==> src/hw/kpm_consts.svh <==
`ifndef KPM_CONSTS_SVH
`define KPM_CONSTS_SVH
`define KPM_CLK_HZ 200000000
`define KPM_TIMEOUT_MS 10000
`define KPM_TIMEOUT_CYC (`KPM_CLK_HZ / 1000 * `KPM_TIMEOUT_MS)
`define KPM_DEBOUNCE_MS 5
`define KPM_DEBOUNCE_CYC (`KPM_CLK_HZ / 1000 * `KPM_DEBOUNCE_MS)
`define KPM_RESET_HOLD_MS 100
`define KPM_RESET_HOLD_CYC (`KPM_CLK_HZ / 1000 * `KPM_RESET_HOLD_MS)
`define KPM_BLINK_CYC 50000000
`define KPM_ADDR_W 8
`define KPM_VAL_W 16
`define KPM_ATTR_NONE 2'h0
`define KPM_ATTR_OFFLINE 2'h1
`define KPM_ATTR_CUST 2'h2
`define KPM_ATTR_MAKER 2'h3
`define KPM_CLS_PARAM 2'h0
`define KPM_CLS_MAG 2'h1
`define KPM_CLS_DIG 2'h2
`define KPM_MEMCMD_LOAD_DEF 2'h1
`define KPM_MEMCMD_RELOAD 2'h2
`define KPM_MEMCMD_SAVE 2'h3
`endif

==> src/hw/kpm_pkg.sv <==
package kpm_pkg;
	typedef enum logic [2:0] {
		KPM_IDLE = 3'h0,
		KPM_MENU = 3'h1,
		KPM_VIEW = 3'h3,
		KPM_EDIT = 3'h2,
		KPM_MAG = 3'h6,
		KPM_DIG = 3'h7
	} kpm_mode_e;
	typedef struct packed {
		logic sel;
		logic inc;
		logic dec;
		logic both;
	} kpm_keys_s;
	typedef struct packed {
		logic [1:0] cls;
		logic [1:0] attr;
	} kpm_item_s;
	typedef struct packed {
		logic torque_en;
		logic run_en;
		logic ref1_en;
	} kpm_lin_s;
endpackage

==> src/hw/kpm_filter.sv <==
`timescale 1ns/1ps
`include "kpm_consts.svh"
module kpm_filter import kpm_pkg::*; #(
	parameter int CNT = `KPM_DEBOUNCE_CYC
) (
	// clock
	input wire logic sys_clk,
	input wire logic rstn,
	input wire logic clk_en,
	// pin and result
	input wire logic pin,
	output logic level,
	output logic rise
);
	localparam int CW = $clog2(CNT + 1);
	initial begin
		if (CNT < 1) $error("kpm_filter: CNT must be at least 1");
	end
	logic [2:0] sync_reg;
	logic [CW-1:0] cnt_reg;
	logic level_reg;
	logic rise_reg;
	// stage 0 feeds only stage 1; stages 1 and 2 must agree
	wire agree = sync_reg[1] == sync_reg[2];
	wire differ = agree && (sync_reg[2] != level_reg);
	wire done = differ && (cnt_reg == CW'(CNT - 1));
	always_ff @(posedge sys_clk or negedge rstn) begin
		if (!rstn) begin
			sync_reg <= 3'h0;
			cnt_reg <= '0;
			level_reg <= 1'b0;
			rise_reg <= 1'b0;
		end else if (clk_en) begin
			sync_reg <= {sync_reg[1:0], pin};
			cnt_reg <= (differ && !done) ? cnt_reg + CW'(1) : '0;
			if (done) level_reg <= sync_reg[2];
			rise_reg <= done && sync_reg[2];
		end
	end
	assign level = level_reg;
	assign rise = rise_reg;
endmodule // kpm_filter

==> src/hw/kpm_memseq.sv <==
`timescale 1ns/1ps
`include "kpm_consts.svh"
module kpm_memseq import kpm_pkg::*; #(
	parameter int AW = `KPM_ADDR_W
) (
	// clock
	input wire logic sys_clk,
	input wire logic rstn,
	input wire logic clk_en,
	// request
	input wire logic boot,
	input wire logic [1:0] cmd,
	input wire logic cmd_go,
	// store side
	output logic [1:0] op,
	output logic op_go,
	input wire logic op_done,
	input wire logic op_err,
	// status
	output logic busy,
	output logic mem_err
);
	logic [1:0] op_reg;
	logic go_reg;
	logic busy_reg;
	logic err_reg;
	logic booted_reg;
	wire start_boot = !booted_reg && boot && !busy_reg;
	wire start_cmd = booted_reg && cmd_go && !busy_reg;
	always_ff @(posedge sys_clk or negedge rstn) begin
		if (!rstn) begin
			op_reg <= 2'h0;
			go_reg <= 1'b0;
			busy_reg <= 1'b0;
			err_reg <= 1'b0;
			booted_reg <= 1'b0;
		end else if (clk_en) begin
			go_reg <= start_boot || start_cmd;
			if (start_boot) begin
				op_reg <= `KPM_MEMCMD_RELOAD;
				booted_reg <= 1'b1;
				busy_reg <= 1'b1;
			end else if (start_cmd) begin
				op_reg <= cmd;
				busy_reg <= 1'b1;
			end else if (busy_reg && op_done) begin
				busy_reg <= 1'b0;
				if (op_reg == `KPM_MEMCMD_RELOAD) err_reg <= op_err;
				else if (op_reg == `KPM_MEMCMD_SAVE && !op_err) err_reg <= 1'b0;
			end
		end
	end
	assign op = op_reg;
	assign op_go = go_reg;
	assign busy = busy_reg;
	assign mem_err = err_reg;
endmodule // kpm_memseq

==> src/hw/kpm_ctrl.sv <==
`timescale 1ns/1ps
`include "kpm_consts.svh"
// Overview of operation
// - three keys, four-and-half digit display
// - idle shows stop, blinks on alarm
// - running idle shows motor speed when display choice is zero
// - ten second inactivity returns menu to idle and view or edit to menu; magnitude and digital display never time out
// - select enters last item, keys scroll
// - attribute letter; reserved implies offline
// - select shows value; returns after timeout
// - both keys enter edit, blink point
// - offline, customer, maker write permissions
// - maker items hidden without maker code
// - select commits; timeout discards edit
// - magnitude shows live value, select returns
// - digital items show H/L, select idles
// - power-on copies stored params to working
// - save command writes working to store
// - unreadable store raises memory alarm; no default load
// - reload command restores stored parameters
// - input one torque, input two run
// - input three enables speed reference
// - alarm reset clears removed causes, 100ms
// - ready when no alarm, running output
// - memory commands default zero, offline
module kpm_ctrl import kpm_pkg::*; #(
	parameter int AW = `KPM_ADDR_W,
	parameter int VW = `KPM_VAL_W,
	parameter int NALM = 14,
	parameter int TIMEOUT_CYC = `KPM_TIMEOUT_CYC,
	parameter int DEBOUNCE_CYC = `KPM_DEBOUNCE_CYC,
	parameter int RESET_HOLD_CYC = `KPM_RESET_HOLD_CYC,
	parameter int BLINK_CYC = `KPM_BLINK_CYC
) (
	// clock and reset
	input wire logic sys_clk,
	input wire logic rstn,
	input wire logic clk_en,
	// keypad pins
	input wire logic key_sel_pin,
	input wire logic key_inc_pin,
	input wire logic key_dec_pin,
	// logic input and output pins
	input wire logic [3:0] lin_pin,
	output logic ready_out,
	output logic running_out,
	output kpm_lin_s lin_func,
	// drive status
	input wire logic drive_running,
	input wire logic [NALM-1:0] alarm_cause,
	output logic [NALM-1:0] alarm_latched,
	input wire logic [AW-1:0] display_choice_setting,
	input wire logic [AW-1:0] motor_speed_display,
	// access codes set
	input wire logic customer_access_code,
	input wire logic maker_access_code,
	// item lookup
	output logic [AW-1:0] item_addr,
	input wire kpm_item_s item_info,
	input wire logic [VW-1:0] item_value,
	// working memory write
	output logic wr_go,
	output logic [AW-1:0] wr_addr,
	output logic [VW-1:0] wr_data,
	// memory commands from working memory connections
	input wire logic load_defaults_cmd,
	input wire logic reload_stored_cmd,
	input wire logic save_stored_cmd,
	output logic [1:0] store_op,
	output logic store_go,
	input wire logic store_done,
	input wire logic store_err,
	output logic store_busy,
	// display
	output kpm_mode_e disp_mode,
	output logic [AW-1:0] disp_addr,
	output logic [VW-1:0] disp_value,
	output logic [1:0] disp_attr,
	output logic disp_stop_text,
	output logic disp_blank,
	output logic disp_dp0
);
	localparam int TW = $clog2(TIMEOUT_CYC + 1);
	localparam int HW = $clog2(RESET_HOLD_CYC + 1);
	localparam int BW = $clog2(BLINK_CYC + 1);
	initial begin
		if (AW < 2 || VW < 2 || NALM < 2 || TIMEOUT_CYC < 2 || RESET_HOLD_CYC < 1 || BLINK_CYC < 2)
			$error("kpm_ctrl: parameter out of range");
	end
	// key front end; three keys only
	logic inc_lv, dec_lv, sel_r, inc_r, dec_r;
	kpm_filter #(.CNT(DEBOUNCE_CYC)) u_sel (.sys_clk(sys_clk), .rstn(rstn), .clk_en(clk_en),
		.pin(key_sel_pin), .level(), .rise(sel_r));
	kpm_filter #(.CNT(DEBOUNCE_CYC)) u_inc (.sys_clk(sys_clk), .rstn(rstn), .clk_en(clk_en),
		.pin(key_inc_pin), .level(inc_lv), .rise(inc_r));
	kpm_filter #(.CNT(DEBOUNCE_CYC)) u_dec (.sys_clk(sys_clk), .rstn(rstn), .clk_en(clk_en),
		.pin(key_dec_pin), .level(dec_lv), .rise(dec_r));
	// logic inputs through the same filter
	logic [3:0] lin_lv;
	genvar gi;
	generate
		for (gi = 0; gi < 4; gi++) begin : g_lin
			kpm_filter #(.CNT(DEBOUNCE_CYC)) u_lin (.sys_clk(sys_clk), .rstn(rstn), .clk_en(clk_en),
				.pin(lin_pin[gi]), .level(lin_lv[gi]), .rise());
		end
	endgenerate
	// a press of one key while the other is held counts as the pair, never as a step
	kpm_keys_s keys;
	assign keys.both = (inc_r && dec_lv) || (dec_r && inc_lv);
	assign keys.inc = inc_r && !dec_lv && !keys.both;
	assign keys.dec = dec_r && !inc_lv && !keys.both;
	assign keys.sel = sel_r;
	wire any_key = keys.sel || keys.inc || keys.dec || keys.both;
	kpm_mode_e mode_reg, mode_next;
	logic [AW-1:0] addr_reg, addr_next;
	logic [VW-1:0] edit_reg, edit_next;
	logic touched_reg, touched_next;
	logic [TW-1:0] tmr_reg;
	logic [HW-1:0] hold_reg;
	logic [BW-1:0] blink_cnt_reg;
	logic blink_reg;
	logic [NALM-1:0] alarm_reg;
	logic wr_go_reg, wr_go_next;
	logic [VW-1:0] wr_data_reg;
	logic [AW-1:0] wr_addr_reg;
	logic mem_err;
	logic mem_err_q;
	logic cmd_prev_reg;
	// memory command sequencer; boot copy fires right after reset release
	wire cmd_any = load_defaults_cmd || reload_stored_cmd || save_stored_cmd;
	wire [1:0] cmd_sel = save_stored_cmd ? `KPM_MEMCMD_SAVE :
		reload_stored_cmd ? `KPM_MEMCMD_RELOAD : `KPM_MEMCMD_LOAD_DEF;
	kpm_memseq #(.AW(AW)) u_mem (.sys_clk(sys_clk), .rstn(rstn), .clk_en(clk_en),
		.boot(1'b1), .cmd(cmd_sel), .cmd_go(cmd_any && !cmd_prev_reg),
		.op(store_op), .op_go(store_go), .op_done(store_done), .op_err(store_err),
		.busy(store_busy), .mem_err(mem_err));
	// maker items are skipped while scrolling without maker code
	wire hidden = (item_info.attr == `KPM_ATTR_MAKER) && !maker_access_code;
	wire reserved = (item_info.attr == `KPM_ATTR_CUST) || (item_info.attr == `KPM_ATTR_MAKER);
	wire offline = reserved || (item_info.attr == `KPM_ATTR_OFFLINE);
	wire may_write = (!offline || !drive_running) &&
		(item_info.attr != `KPM_ATTR_CUST || customer_access_code) &&
		(item_info.attr != `KPM_ATTR_MAKER || maker_access_code);
	wire timed_out = tmr_reg == TW'(TIMEOUT_CYC - 1);
	wire no_timeout = (mode_reg == KPM_MAG) || (mode_reg == KPM_DIG);
	logic skip_reg;
	logic skip_up_reg;
	always_comb begin
		mode_next = mode_reg;
		addr_next = addr_reg;
		edit_next = edit_reg;
		touched_next = touched_reg;
		wr_go_next = 1'b0;
		case (mode_reg)
			KPM_IDLE: begin
				if (keys.sel) mode_next = KPM_MENU;
			end
			KPM_MENU: begin
				if (skip_reg && hidden) addr_next = skip_up_reg ? addr_reg + AW'(1) : addr_reg - AW'(1);
				else if (keys.inc) addr_next = addr_reg + AW'(1);
				else if (keys.dec) addr_next = addr_reg - AW'(1);
				else if (keys.sel && !hidden) begin
					case (item_info.cls)
						`KPM_CLS_MAG: mode_next = KPM_MAG;
						`KPM_CLS_DIG: mode_next = KPM_DIG;
						default: mode_next = KPM_VIEW;
					endcase
				end else if (timed_out) mode_next = KPM_IDLE;
			end
			KPM_VIEW: begin
				if (keys.sel || timed_out) mode_next = KPM_MENU;
				else if (keys.both) begin
					mode_next = KPM_EDIT;
					edit_next = item_value;
					touched_next = 1'b0;
				end
			end
			KPM_EDIT: begin
				if (keys.sel) begin
					mode_next = KPM_MENU;
					wr_go_next = touched_reg && may_write;
				end else if (timed_out) mode_next = KPM_MENU;
				else if (keys.inc && may_write) begin
					edit_next = edit_reg + VW'(1);
					touched_next = 1'b1;
				end else if (keys.dec && may_write) begin
					edit_next = edit_reg - VW'(1);
					touched_next = 1'b1;
				end
			end
			KPM_MAG: begin
				if (keys.sel) mode_next = KPM_MENU;
			end
			KPM_DIG: begin
				if (keys.sel) mode_next = KPM_IDLE;
			end
			default: mode_next = KPM_IDLE;
		endcase
	end
	// alarm reset needs the input level held stable for the minimum transition time
	logic rst_done_reg;
	wire rst_held = hold_reg == HW'(RESET_HOLD_CYC);
	wire rst_fire = rst_held && lin_lv[3] && !rst_done_reg;
	always_ff @(posedge sys_clk or negedge rstn) begin
		if (!rstn) begin
			mode_reg <= KPM_IDLE;
			addr_reg <= '0;
			edit_reg <= '0;
			touched_reg <= 1'b0;
			tmr_reg <= '0;
			wr_go_reg <= 1'b0;
			wr_data_reg <= '0;
			wr_addr_reg <= '0;
			skip_reg <= 1'b0;
			skip_up_reg <= 1'b1;
			cmd_prev_reg <= 1'b0;
			mem_err_q <= 1'b0;
		end else if (clk_en) begin
			mode_reg <= mode_next;
			addr_reg <= addr_next;
			edit_reg <= edit_next;
			touched_reg <= touched_next;
			skip_reg <= (mode_reg == KPM_MENU) && (addr_next != addr_reg || skip_reg && hidden);
			// hidden items are passed in the direction of the last step
			if (keys.inc || keys.dec) skip_up_reg <= keys.inc;
			tmr_reg <= (any_key || mode_next != mode_reg || no_timeout || timed_out) ? '0 : tmr_reg + TW'(1);
			wr_go_reg <= wr_go_next;
			if (wr_go_next) begin
				wr_data_reg <= edit_reg;
				wr_addr_reg <= addr_reg;
			end
			cmd_prev_reg <= cmd_any;
			mem_err_q <= mem_err;
		end
	end
	always_ff @(posedge sys_clk or negedge rstn) begin
		if (!rstn) begin
			hold_reg <= '0;
			rst_done_reg <= 1'b0;
			alarm_reg <= '0;
		end else if (clk_en) begin
			if (!lin_lv[3]) hold_reg <= '0;
			else if (!rst_held) hold_reg <= hold_reg + HW'(1);
			rst_done_reg <= lin_lv[3] && (rst_done_reg || rst_held);
			// a live cause sets over a clear in the same cycle
			alarm_reg <= (rst_fire ? '0 : alarm_reg) | alarm_cause |
				{{(NALM-2){1'b0}}, mem_err_q, 1'b0};
		end
	end
	// blink timebase for alarm stop text and edit point
	always_ff @(posedge sys_clk or negedge rstn) begin
		if (!rstn) begin
			blink_cnt_reg <= '0;
			blink_reg <= 1'b0;
		end else if (clk_en) begin
			blink_cnt_reg <= (blink_cnt_reg == BW'(BLINK_CYC - 1)) ? '0 : blink_cnt_reg + BW'(1);
			if (blink_cnt_reg == BW'(BLINK_CYC - 1)) blink_reg <= !blink_reg;
		end
	end
	wire alarm_any = |alarm_reg;
	wire idle = mode_reg == KPM_IDLE;
	wire use_speed = drive_running && (display_choice_setting == '0);
	always_ff @(posedge sys_clk or negedge rstn) begin
		if (!rstn) begin
			disp_mode <= KPM_IDLE;
			disp_addr <= '0;
			disp_value <= '0;
			disp_attr <= `KPM_ATTR_NONE;
			disp_stop_text <= 1'b1;
			disp_blank <= 1'b0;
			disp_dp0 <= 1'b0;
			ready_out <= 1'b0;
			running_out <= 1'b0;
			lin_func <= '0;
		end else if (clk_en) begin
			disp_mode <= mode_reg;
			disp_addr <= idle ? (use_speed ? motor_speed_display : display_choice_setting) : addr_reg;
			disp_value <= (mode_reg == KPM_EDIT) ? edit_reg : item_value;
			disp_attr <= item_info.attr;
			disp_stop_text <= idle && !drive_running;
			disp_blank <= idle && !drive_running && alarm_any && blink_reg;
			disp_dp0 <= (mode_reg == KPM_EDIT) && blink_reg;
			ready_out <= !alarm_any;
			running_out <= drive_running;
			lin_func.torque_en <= lin_lv[0];
			lin_func.run_en <= lin_lv[1] && !alarm_any;
			lin_func.ref1_en <= lin_lv[2];
		end
	end
	assign alarm_latched = alarm_reg;
	assign item_addr = addr_reg;
	assign wr_go = wr_go_reg;
	assign wr_addr = wr_addr_reg;
	assign wr_data = wr_data_reg;
endmodule // kpm_ctrl

==> config.mk <==
export PLATFORM = sky130hd
export DESIGN_NAME = kpm_ctrl
export DESIGN_NICKNAME = d
export VERILOG_FILES = /design/src/hw/kpm_pkg.sv /design/src/hw/kpm_filter.sv /design/src/hw/kpm_memseq.sv /design/src/hw/kpm_ctrl.sv
export VERILOG_INCLUDE_DIRS = /design/src /design/src/hw
export SDC_FILE = /design/constraint.sdc
export NUM_CORES = 1
export LEC_CHECK = 0
export CAP_MARGIN = 20
export CORE_UTILIZATION = 50
export CTS_BUF_LIST = sky130_fd_sc_hd__clkbuf_4
export DETAILED_ROUTE_END_ITERATION = 12
export DONT_BUFFER_PORTS = 1
export SLEW_MARGIN = 20
export SYNTH_ARGS = -nofsm -noshare
export SYNTH_HDL_FRONTEND = slang
export SYNTH_SLANG_ARGS = --single-unit
==> constraint.sdc <==
create_clock -name sys_clk -period 9.3 [get_ports sys_clk]
set_input_delay 1.86 -clock sys_clk [delete_from_list [all_inputs] [get_ports sys_clk]]
set_output_delay 1.86 -clock sys_clk [all_outputs]
set_load 0.005 [all_outputs]
# Word level (Yosys, flattened, before mapping)
# Index checks and enable logic that the tools add are counted.
# W data, S select, Z words.
[word_totals]
inputBits = 68
regBits = 369
word_cells = 299
[op_classes]
addsub = 14
bitwise = 4
mux = 58
n_eq_ne = 46
reduce_logical = 119
[ops]
columns = ["op", "count"]
rows = [
  ["$add A20 B1 Y20 const B", 7],
  ["$eq A20 B20 Y1 const B", 7],
  ["$mux W20", 7],
  ["$mux W16", 7],
  ["$mux W8", 7],
  ["$logic_and A1 B1 Y1", 54],
  ["$mux W25", 2],
  ["$mux W3", 11],
  ["$pmux W16 S2", 1],
  ["$add A31 B1 Y31 const B", 1],
  ["$eq A31 B31 Y1 const B", 1],
  ["$mux W31", 1],
  ["$reduce_and A2 Y1", 14],
  ["$add A26 B1 Y26 const B", 1],
  ["$eq A26 B26 Y1 const B", 1],
  ["$mux W26", 1],
  ["$add A25 B1 Y25 const B", 1],
  ["$eq A25 B25 Y1 const B", 1],
  ["$logic_not A1 Y1", 21],
  ["$logic_or A1 B1 Y1", 20],
  ["$add A16 B1 Y16 const B", 1],
  ["$sub A16 B1 Y16 const B", 1],
  ["$pmux W3 S5", 1],
  ["$mux W14", 1],
  ["28 further kinds", 71],
]

# Logic depth before layout (Yosys ltp)
# Gate-level depths: netlist of the first run.
[logic_depth]
depth_word = 14
mapped_depth = 12
depth_no_buf = 11

# Cells and area by module
# Synthesis of the first run repeated with hierarchy kept, for this count alone.
[hier_totals]
cells_unflattened = 1945
area_unflattened_um2 = 19552.5
[modules_own_cells]
columns = ["module", "n_inst", "cells_each", "area_each_um2"]
rows = [
  ["kpm_ctrl", 1, 997, 9739.3],
  ["kpm_filter at g_lin[0].u_lin ...", 6, 132, 1366.3],
  ["kpm_filter at u_sel", 1, 133, 1336.3],
  ["kpm_memseq", 1, 23, 279.0],
]

# Worst setup path before layout of the first run
# Ideal clock, no wire load.
[synth_timing]
path_type = "in2reg"
start = "input port item_info[0] in the netlist's numbering"
end = "register edit_reg[15]"
path_slack_ns = 4.838
arrival_time_ns = 4.367
setup_ns = 0.095
path_stages = 11
cell_sequence = "mux2i_1 > o21ai_1 > nand2_1 > ha_1 > a211oi_1 > o21ai_0 > o21ai_0 > a2111oi_0 > o2111ai_1 > a31oi_1 > o31ai_1"
[synth_via]
elab_chain_cells = 12
word_cells_on_any_way = 21
classes_between = "eq/ne: 6; mux: 4; reduce/logical: 11"
[synth_rtl]
columns = ["item", "line_no", "text"]
rows = [
  ["start, declared", "kpm_ctrl.sv:59", "input wire kpm_item_s item_info,"],
  ["$eq A2 B2 Y1 (no line)", "-", ""],
  ["$logic_or A1 B1 Y1", "kpm_ctrl.sv:139", "wire reserved = (item_info.attr == `KPM_ATTR_CUST) || (item_info.attr == `KPM_ATTR_MAKER);"],
  ["$logic_or A1 B1 Y1", "kpm_ctrl.sv:140", "wire offline = reserved || (item_info.attr == `KPM_ATTR_OFFLINE);"],
  ["$logic_not A1 Y1", "kpm_ctrl.sv:141", "wire may_write = (!offline || !drive_running) &&"],
  ["$logic_or A1 B1 Y1", "kpm_ctrl.sv:141", ""],
  ["$logic_and A1 B1 Y1", "kpm_ctrl.sv:141", ""],
  ["$logic_and A1 B1 Y1 *", "kpm_ctrl.sv:141", ""],
  ["$logic_and A1 B1 Y1", "kpm_ctrl.sv:183", "else if (keys.inc && may_write) begin"],
  ["$mux W16", "kpm_ctrl.sv:183", ""],
  ["$mux W16", "kpm_ctrl.sv:182", "end else if (timed_out) mode_next = KPM_MENU;"],
  ["$mux W16", "kpm_ctrl.sv:179", "if (keys.sel) begin"],
  ["$pmux W16 S2", "kpm_ctrl.sv:154", "case (mode_reg)"],
  ["end signal, assigned", "kpm_ctrl.sv:221", "edit_reg <= edit_next;"],
  ["end, declared", "kpm_ctrl.sv:116", "logic [VW-1:0] edit_reg, edit_next;"],
]
# Mark *: on every way between the ends. The rest lies on a longest branch, timed or not. The select of a mux whose other input is x is not followed.
# A chain may end at the register's enable or synchronous reset.

# Worst setup path in the final report of the first run
# Ends and elaborated chain as after synthesis.

==> impl_metrics.toml, run 1 <==
[run_status]
status = "finished, final reports clean"

[yosys]
synthCells = 1905
synth.most_common_cell = "dfrtp_1"
synth_area_leader_cell = "dfrtp_1"
synth_common_cells = "dfrtp_1, nor2_1, nand2_1"
seq_area_frac_synth_pct = 50.2
avgSynthCellArea_sq_um = 9.66
ys.flop_type = "dfrtp_1"
synth_top_area_share_pct = 49.9
async_reset_ff_share_pct = 100
synth_edf_count = 0
synth_nets = 2002
syn_area_sq_um = 18400
netlist-cell-type-count = 75
synth_warnings = 0
ys_ff_latch = 369
ys_top_cells_by_area = "dfrtp_1, nor2_1, xor2_1"

[cts]
path_clk_slew_ps = 60
post_cts_buffers = 0
cts_tree = "built"
cts_made_buffers = 100
clockBufferDepth = 3
cts_max_level = 3
hold_buffers = 0
clockRootBuffer = "clkbuf_4"
cts.repair.resized = 0
clock-sinks = 369
clk_latency_ps = 780

[global_route]
grt_max_degree = 370
grt_overflow = 0
grt_first_pass_wirelength_um = 68100
track_usage_pct = 21.8
grt_pass1_vias = 13900
antenna_found_initial = 3

[placed_design]
pre_cts_ws_ps = 3890
globalplace.congestion = 0.804
dp_hpwl_um = 25100
placed_area_sq_um = 18700
numPortBuffers = 0

[routing]
wl_met3_um = 2370
wl_met2_um = 18200
drc = 0
wirelength_um = 39900
dr_total_vias = 13800
vias_per_cell = 5.57
top_layer_used = "met4"
wl_per_cell_um = 16.1
dr.pass1.iters = 6
first_iter_violations = 740
final_antenna_net_count = 0
drt-met1-wl_um = 18500

[timing]
slew_violations = 0
worst_pin_slew_ps = 1360
min_period_ps = 4700
max_freq_mhz = 213
fin_tns_setup_ps = 0
fin_skew_ps = 26.6
timing.final.crit_share_pct = 50.5
rsz0062_at_grt = "false"
setup_viol = 0
fin_ws_ps = 4600
hold_viol_final = 0
slew_headroom_pct = 9.37

[run]
max-cap-violations = 0

[setup_path]
required_ps = 9960
worst-path-buf-inv = 0
cpPeakStageDelay_ps = 590
path_class = "primary input to flip-flop"
crit_family = "compound AO/OA/AOI/OAI gates"
crit_fanout = 17
end_kind = "flip-flop"
cp_common_cell = "o21ai_0"
crit_slowest_cell = "nand2_1"
setup.worst_path.start_class = "primary input"
crit_chain = "mux2i_1 > o21ai_1 > nand2_1 > ha_1 > a211oi_1 > o21ai_0 > o21ai_0 > a2111oi_0 > o2111ai_1 > a31oi_1 > o31ai_1"
crit_arrival_ps = 5350

[pwr]
power.density_nw_per_um2 = 169
ir_drop_uv = 87.5
leakage_nw = 8.82

[floorplanning]
dieArea_sq_um = 37600
pin_count = 156
die_w_um = 194
placementRows = 69
die_h_um = 194
fp.coreArea_sq_um = 35900
initial_core_util_pct = 51.2

[finish]
finalNetCount = 2040
syn_to_final_growth_pct = 8.67
postLayoutCellArea_sq_um = 20000
largest_register_ffs = 80
drive_gt1_share_pct = 12.0

[worst_hold_path]
min_path_type = "flip-flop to flip-flop"
## report_power, final
group / switching, mW / internal [mW] / leakage, nW
clock network: 0.688 / 0.755 / 0.757
logic: 0.0974 / 0.0819 / 3.19
registers: 0.0834 / 1.68 / 4.88
## area by class of cell
type,count,area [sq um]
multi-input cells,1425,8720
diodes,3,7.51
inverters,41,154
repair buffers,6,45.0
fillers,3234,15900
clock buffers,141,1060
well taps,461,577
clock inverters,39,206
flip-flops and latches,369,9240
## cell usage in the layout, fill, tap and decap left out, drive strengths merged, types with 5 or more instances in the layout
master     n
a211oi    13
a21o      19
a21oi     64
a22o      13
a31oi     32
and2      19
and3      42
and4       6
buf        6
clkbuf   141
clkinv    34
dfrtp    367
ha        28
inv       44
mux2      54
mux2i     14
nand2    181
nand2b    15
nand3    121
nand3b    14
nand4     36
nor2     297
nor2b      9
nor3      32
nor3b      5
nor4      25
nor4b      9
o211ai     5
o21ai     85
o2bb2ai   12
o31ai     19
or2       11
or3       13
or4        5
xnor2     84
xor2     101
## worst paths after layout
path	cells past startpoint	endpoint	start	slack [ps]
worst max-delay path	11	edit_reg[15]	item_info[0]	4600
worst min-delay path	1	blink_cnt_reg[11]	blink_cnt_reg[11]	490
worst max register to register	11	edit_reg[15]	u_dec.rise	5210
worst min register to register	1	blink_cnt_reg[11]	blink_cnt_reg[11]	490
max in group asynchronous	0	blink_cnt_reg[1]	rstn	7400
min in group asynchronous	0	hold_reg[20]	rstn	790
## metal layers
metal	global-route usage, %	vias up
met5	0	-
met4	8.14	0
met3	6.30	82
met2	34.4	307
met1	28.5	6643
li1	-	6804
## through the flow
step                std cells  utilization [%]  hold WS [ps]  total power, mW
floorplan                1905                -           454             1.93
global placement         2302             52.1           476             1.96
detailed placement       2302             52.1           484             1.97
CTS                      2482             55.7           496             3.45
global route             2485             55.7           519             3.56
finish                   2485             55.7           491             3.38
## cells by family after synthesis
| family | after synthesis | share of synthesized area, % |
|---|---|---|
| buffers and inverters | 111 | 2.50 |
| AOI/OAI and AO/OA | 291 | 10.0 |
| DFF | 369 | 50.2 |
| muxes | 68 | 4.07 |
| and+or+nand+nor | 852 | 22.4 |
| adders and majority gates | 29 | 2.01 |
| xor gates and xnor gates | 185 | 8.80 |
Power figures use the tool's default switching activity.
==> run 2: changes to the inputs <==
--- a/config.mk
+++ b/config.mk
@@ -11,6 +11,7 @@
 export CTS_BUF_LIST = sky130_fd_sc_hd__clkbuf_4
 export DETAILED_ROUTE_END_ITERATION = 12
 export DONT_BUFFER_PORTS = 1
+export PLACE_DENSITY = 0.68
 export SLEW_MARGIN = 20
 export SYNTH_ARGS = -nofsm -noshare
 export SYNTH_HDL_FRONTEND = slang
==> constraint.sdc (replaced) <==
create_clock -name sys_clk -period 3.98 [get_ports sys_clk]
set_input_delay 0.796 -clock sys_clk [delete_from_list [all_inputs] [get_ports sys_clk]]
set_output_delay 0.796 -clock sys_clk [all_outputs]
set_load 0.005 [all_outputs]
==> impl_metrics.toml, run 2 (synthesis results as in run 1) <==
[setup_path]
setup.worst_path.start_class = "flip-flop"
required_ps = 4650
path_class = "flip-flop to flip-flop"
crit_slowest_cell = "dfrtp_1"
end_kind = "flip-flop"
r2r_cells = 12
cp_common_cell = "o21ai_0"
cp_num_cells = 12
cpPeakStageDelay_ps = 450
crit_arrival_ps = 4030
worst-path-buf-inv = 1
crit_fanout = 8
crit_family = "compound AO/OA/AOI/OAI gates"
crit_chain = "nand2_1 > nor3b_2 > buf_4 > nand2_1 > ha_1 > o21ai_0 > o21ai_0 > o21ai_0 > a2111oi_0 > o2111ai_1 > o221a_2 > o31ai_1"

[cts]
clockBufferDepth = 3
path_clk_slew_ps = 70
clock-sinks = 369
cts_made_buffers = 99
cts_tree = "built"
clockRootBuffer = "clkbuf_4"
clk_latency_ps = 770
cts.repair.resized = 0
cts_max_level = 3

[floorplanning]
pin_count = 156
fp.coreArea_sq_um = 35900
dieArea_sq_um = 37600
placementRows = 69
initial_core_util_pct = 51.2
die_h_um = 194
die_w_um = 194

[global_route]
grt_max_degree = 370
grt_first_pass_wirelength_um = 67800
grt_overflow = 0
antenna_found_initial = 3
track_usage_pct = 21.8
grt_pass1_vias = 13900

[finish]
finalNetCount = 2044
drive_gt1_share_pct = 12.5
post-route-util_pct = 55.8
syn_to_final_growth_pct = 8.91
largest_register_ffs = 80
final_cell_mix = "dfrtp_1, nor2_1, nand2_1, clkbuf_4, nand3_1"
final_common_cell = "dfrtp_1"
fillers = 3245

[timing]
worst_pin_slew_ps = 1020
timing.final.crit_share_pct = 84.5
min_period_ps = 3370
slew_violations = 0
rsz0062_at_grt = "false"
fin_tns_setup_ps = 0
slew_headroom_pct = 31.6
max_freq_mhz = 297
hold_viol_final = 367
holdWs_ps = -268
fin_skew_ps = 40.9
setup_viol = 0

[run_status]
violations = "hold timing"
status = "finished with violations"

[routing]
dr_total_vias = 14100
wl_per_cell_um = 16.2
dr.pass1.iters = 6
vias_per_cell = 5.68
first_iter_violations = 850
drc = 0
wirelength_um = 40300
final_antenna_net_count = 0

[placed_design]
globalplace.congestion = 0.848
numPortBuffers = 0
dp_hpwl_um = 26500

[pwr]
ir_drop_uv = 250
leakage_nw = 8.85
power.density_nw_per_um2 = 393

[run]
max-cap-violations = 0

[worst_hold_path]
min_path_type = "primary input to asynchronous set/reset pin"
run 2: cell count changes in the layout (fill, tap and decap cells not counted), sizes merged:
cell,before,now
clkbuf,141,153
clkinv,34,23
buf,6,11
inv,44,41
bufinv,2,1
diode,3,4
run 2: cell type report:
type / count / area (sq um) / area share [%]
Clock buffer: 153 / 1150 / 5.73
Inverter: 41 / 154 / 0.768
Antenna cell: 4 / 10.0 / 0.0499
Tap cell: 461 / 577 / 2.88
Sequential cell: 369 / 9240 / 46.1
Multi-Input combinational cell: 1425 / 8720 / 43.5
Timing Repair Buffer: 11 / 82.6 / 0.412
Clock inverter: 24 / 120 / 0.599
run 2: worst register-to-register path: cells and delay by family (launching register included):
| family | cells | cell delay [ps] |
|---|---|---|
| AOI/OAI and AO/OA | 7 | 1740 |
| and+or+nand+nor | 3 | 480 |
| DFF | 1 | 450 |
| adders and majority gates | 1 | 430 |
| buffers and inverters | 1 | 170 |
run 2: worst paths after layout:
kind                       slack [ps]                end         startpoint
setup / recovery                  610       edit_reg[15]        u_inc.level
hold / removal                   -270       hold_reg[18]               rstn
setup reg to reg                  610       edit_reg[15]        u_inc.level
hold reg to reg                   480  u_sel.sync_reg[1]  u_sel.sync_reg[0]
max in group asynchronous        3820      disp_value[2]               rstn
min in group sys_clk              170      u_mem.mem_err          store_err
run 2: power breakdown:
group          switching [mW]  internal, mW  total, mW
combinational           0.234         0.193      0.428
sequential              0.191          3.91       4.11
clock                    1.55          1.80       3.35
run 2: per-stage QoR:
stage	area, sq um	total power, mW	cells	setup slack [ps]	hold WS [ps]
2_1_floorplan	18400	4.50	1905	582	454
3_3_place_gp	18800	4.58	2307	287	478
3_5_place_dp	18800	4.60	2307	240	480
4_1_cts	20000	8.02	2484	629	-345
5_1_grt	20000	8.30	2486	188	-371
6_report	20000	7.89	2488	615	-268
run 2: metal layers:
| metal | GRT usage, % | part of all wire [%] |
|---|---|---|
| met5 | 0 | 0 |
| met4 | 8.17 | 2.2 |
| met3 | 6.52 | 6.1 |
| met2 | 33.4 | 46 |
| met1 | 29.1 | 46 |
run 2: what timing repair did:
action / 4_1_cts / 5_1_grt
setup buffers: 0 / 0
endpoints found under the hold margin: 369 / 369
setup endpoints to repair: 0 / 0
